<file path="src/thc_pkg.sv">
`default_nettype none
package thc_pkg;
  localparam logic [2:0] THC_MODE_SINGLE     = 3'h1;
  localparam logic [2:0] THC_MODE_DOUBLE     = 3'h2;
  localparam logic [2:0] THC_MODE_PROP       = 3'h3;
  localparam logic [2:0] THC_MODE_LOWER_PROP = 3'h4;
  localparam logic [2:0] THC_MODE_LOCAL_PROP = 3'h5;
  localparam int         THC_CLK_NS          = 20;
  localparam int         THC_PREOPEN_NS      = 20000;
  localparam int         THC_PREOPEN_CYC     = (THC_PREOPEN_NS + THC_CLK_NS - 1) / THC_CLK_NS;
  localparam logic [7:0] THC_FULL            = 8'hff;
  localparam logic [7:0] THC_ZERO            = 8'h00;
  localparam logic [7:0] THC_CAL_LO_RST      = 8'h00;
  localparam logic [7:0] THC_CAL_HI_RST      = 8'hff;
  localparam logic       THC_VALVE_ONOFF     = 1'b0;
  localparam logic       THC_INV_ON_OPEN     = 1'b0;
  localparam int         THC_SYNC_W          = 6;

  typedef enum logic [2:0] {
    THC_CAL_LIFT_LO  = 3'h0,
    THC_CAL_LIFT_HI  = 3'h1,
    THC_CAL_LOWER_LO = 3'h2,
    THC_CAL_LOWER_HI = 3'h3,
    THC_CAL_BRAKE_LO = 3'h4,
    THC_CAL_BRAKE_HI = 3'h5
  } thc_cal_t;

  typedef enum logic [2:0] {
    THC_ST_IDLE    = 3'b001,
    THC_ST_PREOPEN = 3'b010,
    THC_ST_LIFT    = 3'b100
  } thc_lift_st_t;

  typedef struct packed {
    logic main_lift;
    logic main_lower;
    logic aux_lift;
    logic aux_lower;
  } thc_req_t;

  typedef struct packed {
    logic pump;
    logic descent;
    logic redirect_main;
    logic redirect_aux;
  } thc_hyd_t;
endpackage
`default_nettype wire

</file>
<file path="src/thc_core.sv">
// Notes on behaviour
// - Mode 1: lift drives pump, lower drives descent.
// - Mode 2 main lift: pump plus main redirect.
// - Mode 2 main lower: descent plus main redirect.
// - Mode 2 aux lift: pump plus aux redirect.
// - Mode 2 aux lower: descent plus aux redirect.
// - Mode 2 valves purely on/off, never modulated.
// - Mode 3: main pair, shared proportional valve.
// - Lift opens valve fully before pump, then reduces.
// - Lowering current rises with potentiometer value.
// - Mode 4: on/off lift, modulated lowering only.
// - Mode 5: local valve only, pump external.
// - Modes 1,5 need module absent; others present.
// - Valve one type: on/off or proportional.
// - Valve two type: on/off or proportional.
// - Module present enables link; absent hides outputs.
// - Belly switch triggers on open or close.
// - Lift/lower calibration captures present pot reading.
// - Brake calibration: min with switch, analog only.
// - Accelerator deadband gives zero speed demand.
// - Two-slope accelerator curve through knee point.
// - Nominal battery select and measured voltage correction.
// - Analog pedal braking linear between calibration points.
`timescale 1ns/1ps
`default_nettype none
module thc_core
  import thc_pkg::*;
#(
  parameter int BATT_W      = 10,
  parameter int PREOPEN_CYC = thc_pkg::THC_PREOPEN_CYC
) (
  input  wire logic               mclk,               // 50 MHz clock.
  input  wire logic               rst_b,              // Asynchronous reset, active low.
  input  wire thc_pkg::thc_req_t  req_pins,           // Lift/lower request pins.
  input  wire logic               belly_switch_in,    // Belly switch pin, high when closed.
  input  wire logic               brake_switch_in,    // Brake pedal switch pin.
  input  wire logic [7:0]         hydraulic_pot_in,   // Potentiometer sample word.
  input  wire logic [7:0]         accel_in,           // Accelerator sample word.
  input  wire logic [2:0]         hyd_mode_in,        // Hydraulics mode 1 to 5.
  input  wire logic               remote_present_in,  // Remote valve module present.
  input  wire logic               valve_one_type_in,  // 0 on/off, 1 proportional.
  input  wire logic               valve_two_type_in,  // 0 on/off, 1 proportional.
  input  wire logic               inversion_switch_level, // 0 open, 1 close.
  input  wire logic               cal_strobe_in,      // Calibration capture pulse.
  input  wire thc_pkg::thc_cal_t  cal_item_in,        // Calibration item.
  input  wire logic               analog_brake_in,    // Analog pedal braking selected.
  input  wire logic [7:0]         release_brake_in,   // Minimum braking strength.
  input  wire logic [7:0]         pedal_brake_in,     // Maximum braking strength.
  input  wire logic [7:0]         accel_deadband,     // Deadband travel.
  input  wire logic [7:0]         accel_knee_travel,  // Knee travel.
  input  wire logic [7:0]         accel_knee_speed,   // Speed at knee.
  input  wire logic [2:0]         batt_nominal_in,    // Nominal battery selection.
  input  wire logic [BATT_W-1:0]  batt_raw_in,        // Measured battery word.
  input  wire logic signed [7:0]  batt_adjust_in,     // Signed correction.
  output thc_pkg::thc_hyd_t       hyd_out,            // Pump, descent, redirect valves.
  output logic [7:0]              prop_valve_return,  // Local proportional valve level.
  output logic [7:0]              remote_valve_one,   // Remote valve one level.
  output logic [7:0]              remote_valve_two,   // Remote valve two level.
  output logic                    remote_link_en,     // Remote module link enable.
  output logic                    mode_fault,         // Mode not allowed here.
  output logic                    quick_inv_out,      // Quick inversion pulse.
  output logic [7:0]              speed_demand,       // Speed demand.
  output logic [7:0]              brake_strength,     // Braking strength, release level unless analog braking with switch.
  output logic [2:0]              batt_nominal_out,   // Applied nominal selection.
  output logic [BATT_W-1:0]       batt_corrected      // Corrected battery word.
);
  import thc_pkg::*;

  localparam int CW = $clog2(PREOPEN_CYC + 1);

  if (BATT_W < 9 || PREOPEN_CYC < 1)
  begin : g_bad_param
    $error("thc_core: BATT_W must be 9 or more and PREOPEN_CYC at least 1.");
  end

  function automatic logic [7:0] thc_map(input logic [7:0] x, input logic [7:0] x0,
                                         input logic [7:0] x1, input logic [7:0] y0,
                                         input logic [7:0] y1);
    logic [7:0]  dy;
    logic [15:0] prod;
    logic [7:0]  q;
    dy   = (y1 >= y0) ? (y1 - y0) : (y0 - y1);
    prod = {8'h00, 8'(x - x0)} * {8'h00, dy};
    q    = THC_ZERO;
    if (x > x0 && x < x1)
    begin
      q = 8'(prod / {8'h00, 8'(x1 - x0)});
    end
    if (x <= x0)
    begin
      thc_map = y0;
    end
    else if (x >= x1)
    begin
      thc_map = y1;
    end
    else
    begin
      thc_map = (y1 >= y0) ? 8'(y0 + q) : 8'(y0 - q);
    end
  endfunction

  logic [THC_SYNC_W-1:0] sync1_reg;
  logic [THC_SYNC_W-1:0] sync2_reg;
  logic                  belly_d_reg;
  thc_req_t              req;
  logic                  belly_s;
  logic                  brake_sw_s;
  logic                  mode_ok;
  logic                  lift_active;
  thc_lift_st_t          lift_st_reg;
  thc_lift_st_t          lift_st_next;
  logic [CW-1:0]         cnt_reg;
  logic [7:0]            lift_lo_reg;
  logic [7:0]            lift_hi_reg;
  logic [7:0]            lower_lo_reg;
  logic [7:0]            lower_hi_reg;
  logic [7:0]            brake_lo_reg;
  logic [7:0]            brake_hi_reg;
  logic [7:0]            lift_level;
  logic [7:0]            lower_level;
  logic [7:0]            prop_level;
  thc_hyd_t              hyd_next;
  logic [7:0]            local_next;
  logic [7:0]            rv1_next;
  logic [7:0]            rv2_next;
  logic [7:0]            speed_next;
  logic signed [BATT_W+1:0] batt_sum;

  // Pins cross in through two flip-flops; only the second stage is read.
  always_ff @(posedge mclk or negedge rst_b)
  begin
    if (!rst_b)
    begin
      sync1_reg   <= '0;
      sync2_reg   <= '0;
      belly_d_reg <= 1'b0;
    end
    else
    begin
      sync1_reg   <= {req_pins, belly_switch_in, brake_switch_in};
      sync2_reg   <= sync1_reg;
      belly_d_reg <= sync2_reg[1];
    end
  end

  assign req        = sync2_reg[5:2];
  assign belly_s    = sync2_reg[1];
  assign brake_sw_s = sync2_reg[0];

  always_comb
  begin
    mode_ok = 1'b0;
    if (hyd_mode_in == THC_MODE_SINGLE || hyd_mode_in == THC_MODE_LOCAL_PROP)
    begin
      mode_ok = !remote_present_in;
    end
    else if (hyd_mode_in == THC_MODE_DOUBLE || hyd_mode_in == THC_MODE_PROP ||
             hyd_mode_in == THC_MODE_LOWER_PROP)
    begin
      mode_ok = remote_present_in;
    end
  end

  assign lift_active = mode_ok && req.main_lift &&
                       (hyd_mode_in == THC_MODE_PROP || hyd_mode_in == THC_MODE_LOCAL_PROP);

  // Lift sequence: valve held fully open before the pump is allowed on.
  always_comb
  begin
    lift_st_next = lift_st_reg;
    unique case (lift_st_reg)
      THC_ST_IDLE:    lift_st_next = lift_active ? THC_ST_PREOPEN : THC_ST_IDLE;
      THC_ST_PREOPEN:
      begin
        if (!lift_active)
        begin
          lift_st_next = THC_ST_IDLE;
        end
        else if (cnt_reg == CW'(PREOPEN_CYC - 1))
        begin
          lift_st_next = THC_ST_LIFT;
        end
      end
      THC_ST_LIFT:    lift_st_next = lift_active ? THC_ST_LIFT : THC_ST_IDLE;
      default:        lift_st_next = THC_ST_IDLE;
    endcase
  end

  always_ff @(posedge mclk or negedge rst_b)
  begin
    if (!rst_b)
    begin
      lift_st_reg <= THC_ST_IDLE;
      cnt_reg     <= '0;
    end
    else
    begin
      lift_st_reg <= lift_st_next;
      cnt_reg     <= (lift_st_reg == THC_ST_PREOPEN) ? CW'(cnt_reg + 1'b1) : '0;
    end
  end

  always_ff @(posedge mclk or negedge rst_b)
  begin
    if (!rst_b)
    begin
      lift_lo_reg  <= THC_CAL_LO_RST;
      lift_hi_reg  <= THC_CAL_HI_RST;
      lower_lo_reg <= THC_CAL_LO_RST;
      lower_hi_reg <= THC_CAL_HI_RST;
      brake_lo_reg <= THC_CAL_LO_RST;
      brake_hi_reg <= THC_CAL_HI_RST;
    end
    else if (cal_strobe_in)
    begin
      unique case (cal_item_in)
        THC_CAL_LIFT_LO:  lift_lo_reg  <= hydraulic_pot_in;
        THC_CAL_LIFT_HI:  lift_hi_reg  <= hydraulic_pot_in;
        THC_CAL_LOWER_LO: lower_lo_reg <= hydraulic_pot_in;
        THC_CAL_LOWER_HI: lower_hi_reg <= hydraulic_pot_in;
        THC_CAL_BRAKE_LO:
        begin
          if (analog_brake_in && brake_sw_s)
          begin
            brake_lo_reg <= hydraulic_pot_in;
          end
        end
        THC_CAL_BRAKE_HI:
        begin
          if (analog_brake_in)
          begin
            brake_hi_reg <= hydraulic_pot_in;
          end
        end
        default: ;
      endcase
    end
  end

  assign lift_level  = THC_FULL - thc_map(hydraulic_pot_in, lift_lo_reg, lift_hi_reg,
                                          THC_ZERO, THC_FULL);
  assign lower_level = thc_map(hydraulic_pot_in, lower_lo_reg, lower_hi_reg,
                               THC_ZERO, THC_FULL);

  always_comb
  begin
    prop_level = THC_ZERO;
    if (lift_active && lift_st_reg == THC_ST_PREOPEN)
    begin
      prop_level = THC_FULL;
    end
    else if (lift_active && lift_st_reg == THC_ST_LIFT)
    begin
      prop_level = lift_level;
    end
    else if (req.main_lower && !req.main_lift)
    begin
      prop_level = lower_level;
    end
  end

  always_comb
  begin
    hyd_next   = '0;
    local_next = THC_ZERO;
    rv1_next   = THC_ZERO;
    rv2_next   = THC_ZERO;
    if (mode_ok)
    begin
      unique case (hyd_mode_in)
        THC_MODE_SINGLE:
        begin
          hyd_next.pump    = req.main_lift;
          hyd_next.descent = req.main_lower;
        end
        THC_MODE_DOUBLE:
        begin
          hyd_next.pump          = req.main_lift | req.aux_lift;
          hyd_next.descent       = req.main_lower | req.aux_lower;
          hyd_next.redirect_main = req.main_lift | req.main_lower;
          hyd_next.redirect_aux  = req.aux_lift | req.aux_lower;
          rv1_next               = THC_ZERO;
          rv2_next               = THC_ZERO;
        end
        THC_MODE_PROP:
        begin
          hyd_next.pump    = lift_active && lift_st_reg == THC_ST_LIFT;
          hyd_next.descent = req.main_lower && !req.main_lift;
          rv1_next         = prop_level;
        end
        THC_MODE_LOWER_PROP:
        begin
          hyd_next.pump    = req.main_lift;
          hyd_next.descent = req.main_lower;
          rv1_next         = req.main_lower ? lower_level : THC_ZERO;
          rv2_next         = rv1_next;
        end
        THC_MODE_LOCAL_PROP:
        begin
          local_next = prop_level;
        end
        default: ;
      endcase
    end
    if (valve_one_type_in == THC_VALVE_ONOFF)
    begin
      rv1_next = (rv1_next != THC_ZERO) ? THC_FULL : THC_ZERO;
    end
    if (valve_two_type_in == THC_VALVE_ONOFF)
    begin
      rv2_next = (rv2_next != THC_ZERO) ? THC_FULL : THC_ZERO;
    end
  end

  always_ff @(posedge mclk or negedge rst_b)
  begin
    if (!rst_b)
    begin
      hyd_out           <= '0;
      prop_valve_return <= THC_ZERO;
      remote_valve_one  <= THC_ZERO;
      remote_valve_two  <= THC_ZERO;
      remote_link_en    <= 1'b0;
      mode_fault        <= 1'b0;
    end
    else
    begin
      hyd_out           <= hyd_next;
      prop_valve_return <= local_next;
      remote_valve_one  <= remote_present_in ? rv1_next : THC_ZERO;
      remote_valve_two  <= remote_present_in ? rv2_next : THC_ZERO;
      remote_link_en    <= remote_present_in;
      mode_fault        <= !mode_ok;
    end
  end

  always_ff @(posedge mclk or negedge rst_b)
  begin
    if (!rst_b)
    begin
      quick_inv_out <= 1'b0;
    end
    else if (inversion_switch_level == THC_INV_ON_OPEN)
    begin
      quick_inv_out <= belly_d_reg && !belly_s;
    end
    else
    begin
      quick_inv_out <= !belly_d_reg && belly_s;
    end
  end

  always_comb
  begin
    if (accel_in <= accel_deadband)
    begin
      speed_next = THC_ZERO;
    end
    else if (accel_in <= accel_knee_travel)
    begin
      speed_next = thc_map(accel_in, accel_deadband, accel_knee_travel,
                           THC_ZERO, accel_knee_speed);
    end
    else
    begin
      speed_next = thc_map(accel_in, accel_knee_travel, THC_FULL,
                           accel_knee_speed, THC_FULL);
    end
  end

  assign batt_sum = $signed({2'b00, batt_raw_in}) + (BATT_W+2)'(batt_adjust_in);

  always_ff @(posedge mclk or negedge rst_b)
  begin
    if (!rst_b)
    begin
      speed_demand     <= THC_ZERO;
      brake_strength   <= THC_ZERO;
      batt_nominal_out <= 3'h0;
      batt_corrected   <= '0;
    end
    else
    begin
      speed_demand     <= speed_next;
      brake_strength   <= (analog_brake_in && brake_sw_s) ?
                          thc_map(hydraulic_pot_in, brake_lo_reg, brake_hi_reg,
                                  release_brake_in, pedal_brake_in) :
                          release_brake_in;
      batt_nominal_out <= batt_nominal_in;
      if (batt_sum < 0)
      begin
        batt_corrected <= '0;
      end
      else if (batt_sum[BATT_W])
      begin
        batt_corrected <= '1;
      end
      else
      begin
        batt_corrected <= batt_sum[BATT_W-1:0];
      end
    end
  end

  chk_single_pump_on: assert property (@(posedge mclk) disable iff (!rst_b)
    (mode_ok && hyd_mode_in == THC_MODE_SINGLE && req.main_lift) |=> hyd_out.pump)
    else $error("Mode 1 lift did not drive the pump.");
  chk_double_aux_low: assert property (@(posedge mclk) disable iff (!rst_b)
    (mode_ok && hyd_mode_in == THC_MODE_DOUBLE && req.aux_lower)
    |=> (hyd_out.descent && hyd_out.redirect_aux))
    else $error("Mode 2 aux lower missed descent or redirect.");
  chk_double_no_prop: assert property (@(posedge mclk) disable iff (!rst_b)
    (mode_ok && hyd_mode_in == THC_MODE_DOUBLE)
    |=> (remote_valve_one == THC_ZERO && remote_valve_two == THC_ZERO))
    else $error("Mode 2 drove a proportional valve.");
  chk_preopen_no_pump: assert property (@(posedge mclk) disable iff (!rst_b)
    (lift_active && lift_st_reg == THC_ST_PREOPEN)
    |=> (!hyd_out.pump && (remote_valve_one == THC_FULL || prop_valve_return == THC_FULL)))
    else $error("Pump closed before valve fully open.");
  chk_mode_select_bad: assert property (@(posedge mclk) disable iff (!rst_b)
    !mode_ok |=> (hyd_out == '0 && prop_valve_return == THC_ZERO && mode_fault))
    else $error("Disallowed mode drove outputs.");
  chk_remote_hidden: assert property (@(posedge mclk) disable iff (!rst_b)
    !remote_present_in |=> (remote_valve_one == THC_ZERO && !remote_link_en))
    else $error("Absent remote module still driven.");
  chk_quick_inv_open: assert property (@(posedge mclk) disable iff (!rst_b)
    (inversion_switch_level == THC_INV_ON_OPEN && belly_d_reg && !belly_s) |=> quick_inv_out)
    else $error("Opening belly switch did not trigger.");
  chk_deadband_zero: assert property (@(posedge mclk) disable iff (!rst_b)
    (accel_in <= accel_deadband) |=> (speed_demand == THC_ZERO))
    else $error("Speed demand inside deadband.");
  chk_knee_point: assert property (@(posedge mclk) disable iff (!rst_b)
    (accel_in == accel_knee_travel && accel_knee_travel > accel_deadband)
    |=> (speed_demand == $past(accel_knee_speed)))
    else $error("Knee point speed wrong.");
  chk_cal_lift_lo: assert property (@(posedge mclk) disable iff (!rst_b)
    (cal_strobe_in && cal_item_in == THC_CAL_LIFT_LO)
    |=> (lift_lo_reg == $past(hydraulic_pot_in)))
    else $error("Lift low calibration not captured.");
  chk_idle_all_off: assert property (@(posedge mclk) disable iff (!rst_b)
    (req == '0) |=> (hyd_out == '0 && prop_valve_return == THC_ZERO))
    else $error("Outputs active with no request.");
endmodule // thc_core
`default_nettype wire

</file>
<file path="config.mk">
export PLATFORM = sky130hd
export DESIGN_NAME = thc_core
export DESIGN_NICKNAME = d
export VERILOG_FILES = /design/src/thc_pkg.sv /design/src/thc_core.sv
export SDC_FILE = /design/constraint.sdc
export NUM_CORES = 2
export LEC_CHECK = 0
export BUFFER_PORTS_ARGS = -buffer_cell sky130_fd_sc_hd__buf_2
export CORE_MARGIN = 2
export CORE_UTILIZATION = 35
export CTS_CLUSTER_SIZE = 16
export DETAILED_ROUTE_END_ITERATION = 12
export PLACE_DENSITY_LB_ADDON = 0.2
export SLEW_MARGIN = 0
export SYNTH_ARGS = -nofsm -noshare
export SYNTH_HDL_FRONTEND = slang
export SYNTH_SLANG_ARGS = --single-unit
</file>
<file path="constraint.sdc">
create_clock -name mclk -period 73.1 [get_ports mclk]
set_input_delay 7.31 -clock mclk [delete_from_list [all_inputs] [get_ports mclk]]
set_output_delay 7.31 -clock mclk [all_outputs]
set_load 0.01 [all_outputs]
</file>
==> flow_summary.json <==
{
  "status": "finished clean",
  "cp-startpoint": "release_brake_in[1]",
  "timing.slew.headroom": 0.202,
  "synthTopCellsByCount": "ha_1 (817), nor2_1 (543), inv_1 (517)",
  "io_pins": 157,
  "yosys.area.top_type": "ha_1",
  "syn_avg_cell_area_um2": 7.68,
  "clock_latency_ns": 0.51,
  "cts.path.max_buffers": 2,
  "cts_setup_buffers": 0,
  "utilization": 0.380,
  "grt_pass1_vias": 40965,
  "fp-row-count": 132,
  "fin_worst_skew_ns": 0.0221,
  "fillCellCount": 13583,
  "worstSetupEndpointType": "flip-flop",
  "via_count": 43148,
  "htreeDepth": 4,
  "synth_async_sr_flop_share": 1.00,
  "synth-edff-count": 0,
  "fin_crit_sh": 0.733,
  "slew_violations": 0,
  "setup_slack_ns": 19.48,
  "critical_path_class": "primary input to flip-flop",
  "max_stage_delay_ns": 0.61,
  "vias_per_cell": 5.53,
  "cts_tree": "done",
  "syn_inst": 5938,
  "globalplace.congestion": 0.868,
  "core_area_um2": 129000,
  "synth_area_um2": 45600,
  "clk_pin_slew_worst_paths_ns": 0.07,
  "dr.pass1.iters": 5,
  "numCtsBuffers": 17,
  "synth.top_cell.area_share": 0.224,
  "ys_types": 113,
  "arrival_ns": 53.98,
  "crit_buf_inv": 12,
  "synth-warning-count": 0,
  "synth.net_count": 7034,
  "tightest_slew_ns": 1.19,
  "track_usage": 0.194,
  "ant_nets": 0,
  "hold_viol": 0,
  "syn_to_final_growth_pct": 7.82,
  "antenna_found_initial": 5,
  "cp_max_fo": 19,
  "r2r-end": "brake_strength[7]",
  "fmax_mhz": 18.7,
  "holdCritPathClass": "flip-flop to flip-flop",
  "post-place-ws_ns": 19.39,
  "holdWs_ns": 0.353,
  "fin_nets": 7146,
  "cpMaxStageDelayCell": "nand3b_1",
  "period_minus_slack_ns": 53.62,
  "crit_family": "compound AO/OA/AOI/OAI gates",
  "drcViolationCount": 0,
  "min_path_cells": 0,
  "crit_top_cell": "o21a_1",
  "cts-resized-gates": 0,
  "setup_viol": 0,
  "start_kind": "primary input",
  "rr_worst_depth": 200,
  "wl_um": 130000,
  "drtIter0Drc": 2443,
  "r2r_start": "brake_lo_reg[0]",
  "ys_seq_area_frac": 0.0742,
  "grt_start_max_net_pins": 58,
  "finalSetupTns_ns": 0,
  "cp.required_ns": 73.46,
  "start_util": 0.352,
  "whs_endpoint": "sync2_reg[1]",
  "numClockSinks": 134,
  "synth-seq-cells": 134,
  "cts_hold_buf": 0,
  "drive_gt1_frac": 0.0902,
  "synthFlopType": "dfrtp_1",
  "fp.dieW_um": 365,
  "hold_start": "sync1_reg[1]",
  "dp_hpwl_um": 108000,
  "synth.most_common_cell": "ha_1",
  "chipHeight_um": 365,
  "rrSetupSlack_ns": 28.06,
  "n_antenna_cell": 0,
  "cts-root-buf": "clkbuf_16",
  "routedWlPerCell_um": 16.7,
  "grt_overflow_total": 0,
  "maxCapViolCount": 0,
  "numPortBuffers": 156,
  "die_area_um2": 133000,
  "synthTopCellsByArea": "ha_1 (22%), fa_1 (8.0%), dfrtp_1 (6.0%)",
  "grt_first_pass_wirelength_um": 214000,
  "rsz0062_at_grt": "no"
}
per-stage QoR:
| stage | instance area, um2 | instances |
|---|---|---|
| 2_1_floorplan | 45600 | 5938 |
| 3_3_place_gp | 48600 | 7773 |
| 3_5_place_dp | 48600 | 7773 |
| 4_1_cts | 49200 | 7805 |
| 5_1_grt | 49200 | 7805 |
| 6_report | 49200 | 7805 |
worst reg2reg max path, delay by kind of cell (launching register included):
| family | cells | cell delay, ns |
|---|---|---|
| fa+ha+maj | 25 | 8.46 |
| mux | 6 | 1.84 |
| xor+xnor | 2 | 1.24 |
| flops | 1 | 0.38 |
| compound gates | 110 | 22.44 |
| buf+inv | 11 | 1.44 |
| simple gates | 46 | 9.17 |
layout make-up:
| type | instances | area, um2 | area share |
|---|---|---|---|
| clock inverter | 15 | 204 | 0.00415 |
| timing repair buffer | 200 | 1120 | 0.0227 |
| multi-input combinational | 5177 | 39900 | 0.812 |
| tap | 1742 | 2180 | 0.0443 |
| sequential | 134 | 3380 | 0.0688 |
| inverter | 520 | 1950 | 0.0397 |
| clock buffer | 17 | 425 | 0.00865 |
cell usage in the layout (no fill, tap or decap), types with 46 or more instances in the layout:
cell and n:
o31ai_1 114, nor2_1 543, nand4_1 55, dfrtp_1 109
inv_1 517, nor2b_1 92, o21a_1 320, and2_1 59
xnor2_1 157, buf_2 155, or2_2 70, xor2_1 96
a21o_1 126, mux2i_1 72, nand2b_1 111, ha_1 817
nand2_1 420, or3_1 46, nand3_1 96, nor3_1 327
mux2_2 145, fa_1 182, a21oi_1 383, o21ai_0 293
logic make-up after synthesis:
logic type	count (synthesis)	synth area share
buf+inv	627	0.0523
fa+ha+maj	1000	0.304
xor+xnor	261	0.0504
compound gates	1716	0.254
simple gates	1978	0.212
flops	134	0.0742
mux	222	0.0531
how the worst max path moves through the flow:
stage	endpoint	slack (ns)	depth (start not counted)
6_report	brake_strength[7]	19.48	211
5_1_grt	brake_strength[7]	15.11	211
4_1_cts	brake_strength[7]	19.83	211
3_5_place_dp	brake_strength[7]	19.39	211
3_3_place_gp	brake_strength[7]	20.39	214
2_1_floorplan	brake_strength[7]	24.21	217
layer usage:
| metal | vias up | global-route usage | routed length [um] |
|---|---|---|---|
| met4 | 0 | 0.0320 | 1630 |
| li1 | 21887 | - | - |
| met3 | 98 | 0.0191 | 4530 |
| met2 | 754 | 0.321 | 58900 |
| met5 | - | 0 | 0 |
| met1 | 20409 | 0.275 | 65200 |
Power is left out: the tool's default activity adds up to more than one toggle a clock period on the data nets, which glitch-free logic cannot reach.
